[config.mk]
export PLATFORM = sky130hd
export DESIGN_NAME = csbp_port
export DESIGN_NICKNAME = d
export VERILOG_FILES = /design/src/shared/csbp_pkg.sv /design/src/hw/csbp_port.sv
export SDC_FILE = /design/constraint.sdc
export NUM_CORES = 1
export LEC_CHECK = 0
export BUFFER_PORTS_ARGS = -buffer_cell sky130_fd_sc_hd__buf_4
export CORE_MARGIN = 2
export CORE_UTILIZATION = 51
export CTS_CLUSTER_SIZE = 12
export DETAILED_ROUTE_END_ITERATION = 6
export PLACE_DENSITY = 0.74
export SLEW_MARGIN = 10
export SYNTH_ARGS = -nofsm -noshare
export SYNTH_HDL_FRONTEND = slang
export SYNTH_SLANG_ARGS = --single-unit
export TNS_END_PERCENT = 1
[constraint.sdc]
create_clock -name clk_i -period 2.8 [get_ports clk_i]
set_clock_uncertainty 0.15 [all_clocks]
set_input_delay 0.56 -clock clk_i [delete_from_list [all_inputs] [get_ports clk_i]]
set_output_delay 0.56 -clock clk_i [all_outputs]
set_load 0.05 [all_outputs]
[src/shared/csbp_pkg.sv]
// Constants, register map and state types for the buffered clocked serial port.
// Assumes a Wishbone slave with 32-bit data and a 16-bit byte address.
package csbp_pkg;
   // Register indices; byte address is four times the index.
   localparam logic [13:0] CSBP_IDX_ISTAT = 14'h1f90;
   localparam logic [13:0] CSBP_IDX_IMASK = 14'h1f91;
   localparam logic [13:0] CSBP_IDX_STAT  = 14'h1f95;
   localparam logic [13:0] CSBP_IDX_CTL1  = 14'h1f96;
   localparam logic [13:0] CSBP_IDX_CTL2  = 14'h1f97;
   localparam logic [13:0] CSBP_IDX_BUF0  = 14'h1f98;
   localparam logic [13:0] CSBP_IDX_BUF7  = 14'h1f9f;
   // Control register one fields.
   localparam int CSBP_C1_START = 7;
   localparam int CSBP_C1_ABORT = 6;
   localparam int CSBP_C1_MODE  = 3;
   localparam int CSBP_C1_CLK   = 0;
   // Control register two fields.
   localparam int CSBP_C2_WAIT  = 3;
   localparam int CSBP_C2_WORDS = 0;
   // Mode codes.
   localparam logic [2:0] CSBP_M_TX8  = 3'h0;
   localparam logic [2:0] CSBP_M_TX4  = 3'h1;
   localparam logic [2:0] CSBP_M_TRX8 = 3'h4;
   localparam logic [2:0] CSBP_M_RX8  = 3'h5;
   localparam logic [2:0] CSBP_M_RX4  = 3'h6;
   // Clock select code for the external clock pin.
   localparam logic [2:0] CSBP_CLK_EXT = 3'h7;
   // Half-period masks of the divider for codes 0..5: 2^12, then 2^7..2^3 cycles.
   localparam logic [5:0][11:0] CSBP_HALF_MASK = {
      12'h007, 12'h00f, 12'h01f, 12'h03f, 12'h07f, 12'hfff};
   // Half clock periods in one data transfer time of eight bits.
   localparam int CSBP_TD_HALVES = 16;
   // Interrupt status bits: block done, transfer ended.
   localparam int CSBP_EV_BLOCK = 0;
   localparam int CSBP_EV_END   = 1;

   typedef enum logic [1:0] {
      CSBP_IDLE = 2'b00,
      CSBP_RUN  = 2'b01,
      CSBP_GAP  = 2'b10,
      CSBP_HOLD = 2'b11
   } csbp_state_t;

   typedef struct packed {
      logic [7:0][7:0] buffer;   // Shared data buffer.
      logic            start;    // Start bit.
      logic            abort;    // Abort bit, self clearing.
      logic [2:0]      mode;     // Transfer mode.
      logic [2:0]      clksel;   // Clock select.
      logic [1:0]      waitc;    // Frame wait code.
      logic [2:0]      nwords;   // Word count minus one.
      logic            busy;     // Transfer in progress flag.
      csbp_state_t     st;       // Sequencer state.
      logic [2:0]      idx;      // Current buffer word.
      logic [2:0]      bitc;     // Bit within word.
      logic [7:0]      txs;      // Transmit shifter.
      logic [7:0]      rxs;      // Receive shifter.
      logic            sck;      // Driven clock level.
      logic            so;       // Serial data out.
      logic [11:0]     div;      // Rate divider.
      logic [6:0]      gap;      // Frame wait counter.
      logic            served;   // Buffer serviced since block end.
      logic            sck_prev; // Previous external clock level.
      logic [1:0]      istat;    // Sticky interrupt status.
      logic [1:0]      imask;    // Interrupt mask.
      logic            ack;      // Wishbone acknowledge.
      logic [31:0]     rdat;     // Wishbone read data.
   } csbp_regs_t;
endpackage : csbp_pkg
[src/hw/csbp_port.sv]
// Buffered clocked serial port with a classic Wishbone register slave.
// Assumes every input is synchronous to clk_i and the external serial
// clock is far slower than clk_i, so edges are found by plain sampling.
`timescale 1ns/100ps
`default_nettype none
module csbp_port
   import csbp_pkg::*;
(
   input  wire logic        clk_i,     // 200 MHz system clock.
   input  wire logic        rst_i,     // Synchronous reset, active high.
   input  wire logic        cyc_i,     // Wishbone cycle.
   input  wire logic        stb_i,     // Wishbone strobe.
   input  wire logic        we_i,      // Wishbone write enable.
   input  wire logic [15:0] adr_i,     // Wishbone byte address.
   input  wire logic [3:0]  sel_i,     // Wishbone byte selects.
   input  wire logic [31:0] dat_i,     // Wishbone write data.
   output logic      [31:0] dat_o,     // Wishbone read data.
   output logic             ack_o,     // Wishbone acknowledge.
   output logic             irq_o,     // Level interrupt request.
   output logic             so_o,      // Serial data out.
   input  wire logic        si_i,      // Serial data in.
   input  wire logic        sck_i,     // Clock pin level in.
   output logic             sck_o,     // Clock pin drive level.
   output logic             sck_oe_o   // Clock pin drive enable.
);
   csbp_regs_t r_ff;   // All state of the block.
   csbp_regs_t nxt_r;  // Next value of the state.

   // Combinational helpers.
   logic        req;      // New bus request this cycle.
   logic        wr;       // Write taking effect.
   logic        rd;       // Read taking effect.
   logic [13:0] idx_a;    // Word index of the address.
   logic        buf_hit;  // Address hits the buffer.
   logic [2:0]  buf_sel;  // Buffer byte addressed.
   logic        is_tx;    // Mode transmits.
   logic        is_rx;    // Mode receives.
   logic        is_four;  // Four-bit words.
   logic        ext;      // External clock selected.
   logic        half;     // Internal half-period tick.
   logic        lead;     // Leading edge of the serial clock.
   logic        trail;    // Trailing edge of the serial clock.
   logic [2:0]  lastbit;  // Last bit index of a word.
   logic [6:0]  gaplim;   // Half periods of frame wait.
   logic        go;       // Software wrote start with the port idle.
   logic [2:0]  nidx;     // Word to load next.
   logic        wend;     // Word completed.

   // Decode, mode and edge helpers.
   always_comb begin
      req     = cyc_i & stb_i & ~r_ff.ack;
      wr      = req & we_i & sel_i[0];
      rd      = req & ~we_i;
      idx_a   = adr_i[15:2];
      buf_hit = (idx_a >= CSBP_IDX_BUF0) && (idx_a <= CSBP_IDX_BUF7);
      buf_sel = adr_i[4:2];
      is_tx   = (r_ff.mode == CSBP_M_TX8) || (r_ff.mode == CSBP_M_TX4) ||
                (r_ff.mode == CSBP_M_TRX8);
      is_rx   = (r_ff.mode == CSBP_M_RX8) || (r_ff.mode == CSBP_M_RX4) ||
                (r_ff.mode == CSBP_M_TRX8);
      is_four = (r_ff.mode == CSBP_M_TX4) || (r_ff.mode == CSBP_M_RX4);
      ext     = (r_ff.clksel == CSBP_CLK_EXT);
      // Codes above five have no mask; the reserved code never ticks.
      half    = (r_ff.clksel <= 3'h5) &&
                ((r_ff.div & CSBP_HALF_MASK[r_ff.clksel]) ==
                 CSBP_HALF_MASK[r_ff.clksel]);
      // Leading edge is the pin falling, trailing the pin rising.
      lead    = ext ? (r_ff.sck_prev & ~sck_i) : (half & r_ff.sck);
      trail   = ext ? (~r_ff.sck_prev & sck_i) : (half & ~r_ff.sck);
      lastbit = is_four ? 3'h3 : 3'h7;
      // Extra wait is (2^code - 1) transfer times.
      gaplim  = 7'((32'(1) << r_ff.waitc) - 1) * 7'(CSBP_TD_HALVES);
      go      = wr && (idx_a == CSBP_IDX_CTL1) && dat_i[CSBP_C1_START] &&
                ~r_ff.start && (r_ff.st == CSBP_IDLE);
      nidx    = (r_ff.idx == r_ff.nwords) ? 3'h0 : r_ff.idx + 3'h1;
      wend    = (r_ff.st == CSBP_RUN) && trail && (r_ff.bitc == lastbit);
   end

   // Next state: bus slave, registers, sequencer and interrupts.
   always_comb begin
      nxt_r      = r_ff;
      nxt_r.ack  = req;
      nxt_r.abort = 1'b0;
      nxt_r.div  = r_ff.div + 12'h001;
      nxt_r.sck_prev = sck_i;

      // Read data; write-only controls read as zero.
      if (rd) begin
         nxt_r.rdat = 32'h0000_0000;
         if (buf_hit) begin
            nxt_r.rdat[7:0] = r_ff.buffer[buf_sel];
         end else if (idx_a == CSBP_IDX_STAT) begin
            nxt_r.rdat[1:0] = {r_ff.st == CSBP_HOLD, r_ff.busy};
         end else if (idx_a == CSBP_IDX_ISTAT) begin
            nxt_r.rdat[1:0] = r_ff.istat;
         end else if (idx_a == CSBP_IDX_IMASK) begin
            nxt_r.rdat[1:0] = r_ff.imask;
         end
      end

      // Register writes; byte lane zero carries all fields.
      if (wr) begin
         if (buf_hit) begin
            nxt_r.buffer[buf_sel] = dat_i[7:0];
         end else if (idx_a == CSBP_IDX_CTL1) begin
            nxt_r.start  = dat_i[CSBP_C1_START];
            nxt_r.abort  = dat_i[CSBP_C1_ABORT];
            nxt_r.mode   = dat_i[CSBP_C1_MODE +: 3];
            nxt_r.clksel = dat_i[CSBP_C1_CLK +: 3];
         end else if (idx_a == CSBP_IDX_CTL2) begin
            // Taken at any time; software keeps it to stopped or held.
            nxt_r.waitc  = dat_i[CSBP_C2_WAIT +: 2];
            nxt_r.nwords = dat_i[CSBP_C2_WORDS +: 3];
         end else if (idx_a == CSBP_IDX_ISTAT) begin
            nxt_r.istat = r_ff.istat & ~dat_i[1:0];
         end else if (idx_a == CSBP_IDX_IMASK) begin
            nxt_r.imask = dat_i[1:0];
         end
      end

      // A buffer write services a transmit block, a buffer read a receive-only block.
      if (buf_hit && ((wr && is_tx) || (rd && ~we_i && ~is_tx))) begin
         nxt_r.served = 1'b1;
      end

      // Sequencer.
      case (r_ff.st)
         CSBP_IDLE: begin
            nxt_r.sck = 1'b1;
            nxt_r.so  = 1'b1;
            if (go) begin
               // Clock pin idles high and stays high as the block starts.
               nxt_r.busy = 1'b1;
               nxt_r.st   = CSBP_RUN;
               nxt_r.idx  = 3'h0;
               nxt_r.bitc = 3'h0;
               nxt_r.txs  = r_ff.buffer[0];
               nxt_r.div  = 12'h000;
               nxt_r.sck  = 1'b1;
            end
         end
         CSBP_RUN: begin
            if (lead) begin
               nxt_r.sck = 1'b0;
               if (is_tx) begin
                  nxt_r.so  = r_ff.txs[0];
                  nxt_r.txs = {1'b0, r_ff.txs[7:1]};
               end
            end
            if (trail) begin
               nxt_r.sck  = 1'b1;
               nxt_r.rxs  = {si_i, r_ff.rxs[7:1]};
               nxt_r.bitc = r_ff.bitc + 3'h1;
            end
            if (wend) begin
               if (is_rx) begin
                  // Short words land in the top nibble of the shifter.
                  nxt_r.buffer[r_ff.idx] = is_four ?
                     {4'h0, si_i, r_ff.rxs[7:5]} :
                     {si_i, r_ff.rxs[7:1]};
               end
               nxt_r.idx  = nidx;
               nxt_r.bitc = 3'h0;
               nxt_r.txs  = r_ff.buffer[nidx];
               if (!r_ff.start) begin
                  nxt_r.busy = 1'b0;
                  nxt_r.st   = CSBP_IDLE;
               end else if (r_ff.idx == r_ff.nwords) begin
                  // Count stays as written for the next block.
                  nxt_r.istat[CSBP_EV_BLOCK] = 1'b1;
                  nxt_r.served = 1'b0;
                  nxt_r.st     = CSBP_HOLD;
               end else if (!ext && (r_ff.waitc != 2'h0)) begin
                  nxt_r.gap = 7'h00;
                  nxt_r.st  = CSBP_GAP;
               end
            end
         end
         CSBP_GAP: begin
            // Clock rests high while the frame time runs out.
            if (half) begin
               nxt_r.gap = r_ff.gap + 7'h01;
               if (r_ff.gap + 7'h01 >= gaplim) begin
                  nxt_r.st = CSBP_RUN;
               end
            end
         end
         CSBP_HOLD: begin
            // Automatic wait: clock stopped high until software services.
            nxt_r.sck = 1'b1;
            if (!r_ff.start) begin
               nxt_r.busy = 1'b0;
               nxt_r.st   = CSBP_IDLE;
            end else if (r_ff.served) begin
               nxt_r.idx  = 3'h0;
               nxt_r.txs  = r_ff.buffer[0];
               nxt_r.gap  = 7'h00;
               nxt_r.st   = (!ext && (r_ff.waitc != 2'h0)) ? CSBP_GAP : CSBP_RUN;
            end else if (ext && lead) begin
               // An external clock cannot be held; the block gives up.
               nxt_r.busy = 1'b0;
               nxt_r.st   = CSBP_IDLE;
            end
         end
         default: begin
            nxt_r.st = CSBP_IDLE;
         end
      endcase

      // Abort ends everything at once, mid-word included.
      if (r_ff.abort) begin
         nxt_r.busy  = 1'b0;
         nxt_r.st    = CSBP_IDLE;
         nxt_r.sck   = 1'b1;
         nxt_r.so    = 1'b1;
         nxt_r.start = wr && (idx_a == CSBP_IDX_CTL1) ?
                       dat_i[CSBP_C1_START] : 1'b0;
      end

      // End-of-transfer event; set wins over a same-cycle clear.
      if (r_ff.busy && !nxt_r.busy) begin
         nxt_r.istat[CSBP_EV_END] = 1'b1;
      end
   end

   // State register.
   always_ff @(posedge clk_i) begin
      if (rst_i) begin
         r_ff     <= '0;
         r_ff.sck <= 1'b1;
         r_ff.so  <= 1'b1;
         r_ff.sck_prev <= 1'b1;
      end else begin
         r_ff <= nxt_r;
      end
   end

   // Outputs from flip-flops; irq_o and sck_oe_o through gating on them.
   always_comb begin
      dat_o    = r_ff.rdat;
      ack_o    = r_ff.ack;
      irq_o    = |(r_ff.istat & r_ff.imask);
      so_o     = r_ff.so;
      sck_o    = r_ff.sck;
      sck_oe_o = ~ext;
   end
endmodule : csbp_port
`default_nettype wire

---- Word level (Yosys, flattened, before mapping) ----
Memory sizes are Yosys's and may differ from the RTL's. A register that Yosys moved wholly into a read port is not among the register bits.
Cells that the tools add are included.
storage, ports and cells
  register bits after elaboration ......... 138
  bits in latches ......................... 0
  bits in writable memories ............... 0
  ROM bits ................................ 96
  input port bits ......................... 59
  output and inout port bits .............. 37
  logic and storage cells ................. 254
  memories kept ........................... 1
memories
  memory            words  width  read ports  clocked after memory_dff  wr ports  RTL line         text
  (name not given)  8      12     1           1                         0         csbp_port.sv:66  CSBP_HALF_MASK[r_ff.clksel]);
cells by class
  add/subtract/negate cells ............... 5
  multipliers ............................. 0
  div/mod/pow operators ................... 0
  order comparisons ....................... 10
  equality and inequality tests ........... 37
  shift-type cells ........................ 1
  multiplexer cells ....................... 90
  bitwise logic cells ..................... 26
  reduce and logical (&&, ||, !) cells .... 53
operators by type and width
  kind                                                                           number
  64-bit 2-to-1 mux                                                              4
  64-bit bitwise mux                                                             2
  8-bit 2-to-1 mux                                                               12
  77-bit 2-to-1 mux                                                              1
  14-bit by 13-bit equality test with 1-bit output (second input constant)       5
  8-bit binary-select mux with 3-bit select                                      2
  8-bit demux with 3-bit select                                                  2
  12-bit 2-to-1 mux                                                              3
  7-bit 2-to-1 mux                                                               5
  17-bit 2-to-1 mux                                                              2
  2-bit 2-to-1 mux                                                               15
  3-bit 2-to-1 mux                                                               10
  8-bit one-hot mux with 3 select lines                                          1
  2-bit inequality test (second input constant)                                  11
  7-bit one-hot mux with 3 select lines                                          1
  6-bit AND reduction                                                            3
  1-bit logical AND                                                              17
  3-bit by 4-bit less-than comparator with 1-bit output (second input constant)  4
  1-bit 2-to-1 mux                                                               16
  4-bit 2-to-1 mux                                                               4
  14-bit by 13-bit >= comparator with 1-bit output (second input constant)       1
  14-bit by 13-bit <= comparator with 1-bit output (second input constant)       1
  2-bit nonzero test                                                             7
  13-bit 2-to-1 mux                                                              1
  42 further kinds                                                               92

---- Longest topological paths before layout ----
  depth after elaboration ................. 17
  mapped depth ............................ 11

---- Worst setup path after synthesis ----
Ideal clock, no wire load.
  path type ............................... input-to-reg
  from .................................... input port adr_i[15]
  to ...................................... register r_ff[133] (netlist bit)
  library setup time ...................... 86 ps
  arrival ................................. 2502 ps
  data required time ...................... 2564 ps
  path slack .............................. 62 ps
  stages on the path ...................... 8
  cell sequence ........................... nand4bb_1 nor4_1 clkbuf_1 and2_0 nand4_1 mux2i_1 and2_1 a211oi_1
on the way
  longest elaborated chain between the ends .. 8
  elaborated cells between the ends (all ways) .. 9
  classes of those cells .................. order compare (2); mux (6); reduce/logical (1)
ends and longest elaborated chain
  item                                                                                                                         RTL line          text
  start: declaration                                                                                                           csbp_port.sv:14   input wire logic [15:0] adr_i,
  14-bit by 13-bit >= comparator with 1-bit output / 14-bit by 13-bit <= comparator with 1-bit output (equally long branches)  csbp_port.sv:55   buf_hit = (idx_a >= CSBP_IDX_BUF0) && (idx_a <= CSBP_IDX_BUF7);
  1-bit logical AND (*)                                                                                                        csbp_port.sv:55
  64-bit 2-to-1 mux (*)                                                                                                        csbp_port.sv:103  if (buf_hit) begin
  77-bit 2-to-1 mux (*)                                                                                                        csbp_port.sv:102  if (wr) begin
  64-bit bitwise mux                                                                                                           csbp_port.sv:158  nxt_r.buffer[r_ff.idx] = is_four ?
  64-bit 2-to-1 mux                                                                                                            csbp_port.sv:156  if (is_rx) begin
  64-bit 2-to-1 mux                                                                                                            csbp_port.sv:155  if (wend) begin
  64-bit 2-to-1 mux (*)                                                                                                        csbp_port.sv:127  case (r_ff.st)
  end signal: assignment                                                                                                       csbp_port.sv:234  r_ff <= nxt_r;
  end: declaration                                                                                                             csbp_port.sv:26   csbp_regs_t r_ff;
Mark *: on every way between the ends. The rest lies on a longest branch, timed or not. The select of a mux whose other input is x is not followed.
A chain may end at the register's enable or synchronous reset.

---- Final worst setup path ----
  from .................................... register r_ff[81] (netlist bit)
  to ...................................... register r_ff[82] (netlist bit)
on the way
  longest elaborated chain between the ends .. 5
  elaborated cells between the ends (all ways) .. 7
  classes of those cells .................. eq/ne (2); mux (4); reduce/logical (1)
ends and longest elaborated chain
  item                                   RTL line          text
  3-bit equality test (*)                csbp_port.sv:168  end else if (r_ff.idx == r_ff.nwords) begin
  2-bit 2-to-1 mux                       csbp_port.sv:168
  2-bit 2-to-1 mux                       csbp_port.sv:165  if (!r_ff.start) begin
  17-bit 2-to-1 mux                      csbp_port.sv:155
  2-bit one-hot mux with 4 select lines  csbp_port.sv:127
Marked as above.

==> metrics.txt <==
DR iter-0 viols between 700 and 800; DPL Wire Length approximately 18 mm; LEAKAGE around 3.7 nW; ratio of cells with drive above 1 in the final layout 18.9%; die area 17800 sq um; GRT Util Overall approximately 29%; Die H between 100 and 150 microns; EDFF count, synth 0; Core Area 16500 sq um; Largest delay share family, worst path compound AO/OA/AOI/OAI gates; most common cell after layout, fill and taps aside dfxtp_1; post-layout util between 50% and 60%; Clk Latency, worst-skew pair roughly 0.43 ns; Worst EP required about 3.0 ns; number of routed nets with antenna violations 0; Max FO, Critical Path 10; Port Buffers 42; sequential share of the synthesized area around 33%; H-tree levels 4; fillers 1493; largest net degree at the start of global routing 57; R2R Setup Slk between 0.15 and 0.2 ns; FFs w/ async S/R, synth 0%; Worst Hold Class input pin to flop; status finished, final reports clean; Pwr per Cell Area about 530 nW/um^2; Syn-to-layout area delta 14.3%; Crit path buffers/inverters 0; reg2reg path depth 6; Post-CTS Hold Buffers 0; mean post-synth cell area ~8.4 sq um; Logic pwr share 13.1%; Max stage delay on crit path 0.58 ns; Startpoint Class flop; number of global-route vias before repair between 7000 and 8000; area of the multi-input gates slightly above 5000 sq um; TritonCTS clock tree done; FF+latch area 2840 sq um; CTS clk-pin slew, worst paths roughly 0.06 ns; reg-to-reg endpoint r_ff[82]; WS Path Type flop to flop; Psw roughly 0.0014 W; reg2reg start r_ff[81]; Crit. End Element flop; Num CTS Buffers 17; clock power share 47.0%; Unique masters post-synth about 80; RSZ-0062 raised after global routing true; Final setup viols 0; Slew @ Worst Pin between 0.7 and 0.8 ns; area of the mapped netlist roughly 8500 sq um; Ant. Diodes 0; router iterations before antenna repair 5; pre-CTS WS -0.0635 ns; Via Count between 7000 and 8000; Routed WL ~25 mm; final worst-path setup slack ~0.18 ns; CP Cell Sequence xnor2_1 -> nand3_1 -> nand3_1 -> a31oi_1 -> a2111o_1 -> a2111oi_1; Levels on crit path 6; Root Buffer clkbuf_16; drt drc 0; Final GP Congestion 0.994; clock buffer depth 2; fin crit share about 94%; placed cell count between 1000 and 1500; Critical-path top delay cell dfxtp_1; Die W roughly 130 microns; GRT overflow 0; Nets approximately 1100; VDD IR max between 500 and 600 uV; Vias/cell ~6.1; most frequent cells in the layout dfxtp_1, nand2_1, buf_4; Net Sw Frac between 20 and 30%; headroom to the max-slew limit about half; cell mode on critical path nand3_1; Synth Warn # 0; first-pass GRT wire length just over 40 mm; Layout Cells excl Fill approximately 1300; synthesized instance count 1011; final hold vios 0; initial antenna violation count 0; Slew Viols, Final 0; max cap viols 0; # rows 47; Critical Path AT roughly 2.8 ns; Sink Count roughly 140; flop and latch count out of synthesis between 100 and 150; Top FF cell, synth dfxtp_1; Sequential Power Share ~40%; Ports 96; finished layout cell area around 9800 sq um; DR WL/cell ~20 microns; Post-Place Cell Area a little over 9000 sq um; Fmax ~380 MHz; Worst Setup EP r_ff[82]; Worst Setup SP r_ff[81]; internal power between 0.003 and 0.004 W; Starting Density about half; post-layout min period between 2 and 3 ns
[layer usage]
layer	wire, microns	track usage, %	share of wire (%)
met1	10900	40.1	43
met2	11100	44.6	45
met3	2200	5.56	8.8
met4	797	12.5	3.2
met5	0	0	0
[worst register-to-register path, delay by kind of cell, from the launching register on]
family          cells  cell delay (ns)
xor+xnor            1             0.20
simple gates        2             0.63
compound gates      3             0.96
flops               1             0.58
[registers in the layout, indices dropped and copies added, names as in the netlist, named ones only]
register / flops
ack_o: 1
sck_o: 1
r_ff: 126
so_o: 1
dat_o: 8
[power groups by stage]
stage	Combinational (W)	Sequential (W)	Clock, W
floorplan	0.000452	0.00214	0
global placement	0.000659	0.00212	0
detailed placement	0.000664	0.00212	0
CTS	0.000667	0.00208	0.00247
global route	0.000735	0.00209	0.00256
finish	0.000685	0.00208	0.00246
[area by class of cell]
cell class	instances	share of cell area, %
Multi-Input combinational cell	764	52.4
Sequential cell	142	29.1
Timing Repair Buffer	106	8.53
Clock buffer	17	4.36
Tap cell	220	2.82
Clock inverter	15	2.10
Inverter	18	0.692
[how the worst min path moves through the flow]
stage               startpoint       end  slack (ns)  cells past startpoint
floorplan             r_ff[46]  r_ff[46]        0.28                      1
global placement      dat_o[4]  dat_o[4]        0.29                      2
detailed placement    dat_o[4]  dat_o[4]        0.29                      2
CTS                      sck_i  r_ff[37]        0.20                      2
global route             sck_i  r_ff[37]        0.19                      2
finish                   sck_i  r_ff[37]        0.21                      2
[cell families after synthesis]
logic type	after synthesis	synth area share, %
simple gates	358	20.7
compound gates	246	19.7
flops	142	33.3
buf+inv	128	8.04
mux	104	14.4
xor+xnor	21	2.24
fa+ha+maj	11	1.61
other cells	1	0.0439
[timing repair]
item	4_1_cts	5_1_grt
buffers inserted	0	0
gates resized for setup	0	4
setup endpoints to repair	0	17
[through the flow]
stage / total power, W / hold slack, ns / TNS [ns]
after floorplan: 0.00259 / 0.280 / 0
after global placement: 0.00278 / 0.290 / -0.188
after detailed placement: 0.00279 / 0.295 / -0.293
after CTS: 0.00522 / 0.196 / 0
after global routing: 0.00538 / 0.195 / -0.108
final: 0.00522 / 0.209 / 0
[cell usage after synthesis (4+ instances only)]
cell type	count	area share [%]
dfxtp_1	142	33
nand2_1	103	4.5
nor2_1	100	4.4
a211oi_1	69	6.1
mux2i_1	61	7.1
a21oi_1	57	3.3
clkbuf_1	51	2.2
nand3_1	42	2.5
o21ai_0	37	2.2
buf_4	34	3.0
mux2_2	27	3.6
and3_1	16	1.2
inv_1	16	0.70
nand4_1	16	1.2
nor2b_1	14	1.0
nor3_1	13	0.76
a311oi_1	12	1.2
o22ai_1	12	0.88
xnor2_1	12	1.2
buf_2	11	0.64
ha_1	11	1.6
mux4_2	11	2.9
nand2b_1	10	0.73
and2_1	9	0.66
xor2_1	8	0.82
o211ai_1	7	0.62
o221ai_1	7	0.72
buf_1	5	0.22
nand4b_1	5	0.51
a31oi_1	4	0.29
clkbuf_8	4	0.64
mux2_1	4	0.53
nand3b_1	4	0.35
nor4_1	4	0.29
o21a_1	4	0.35
Note: power is estimated with default switching activity, not from simulation.
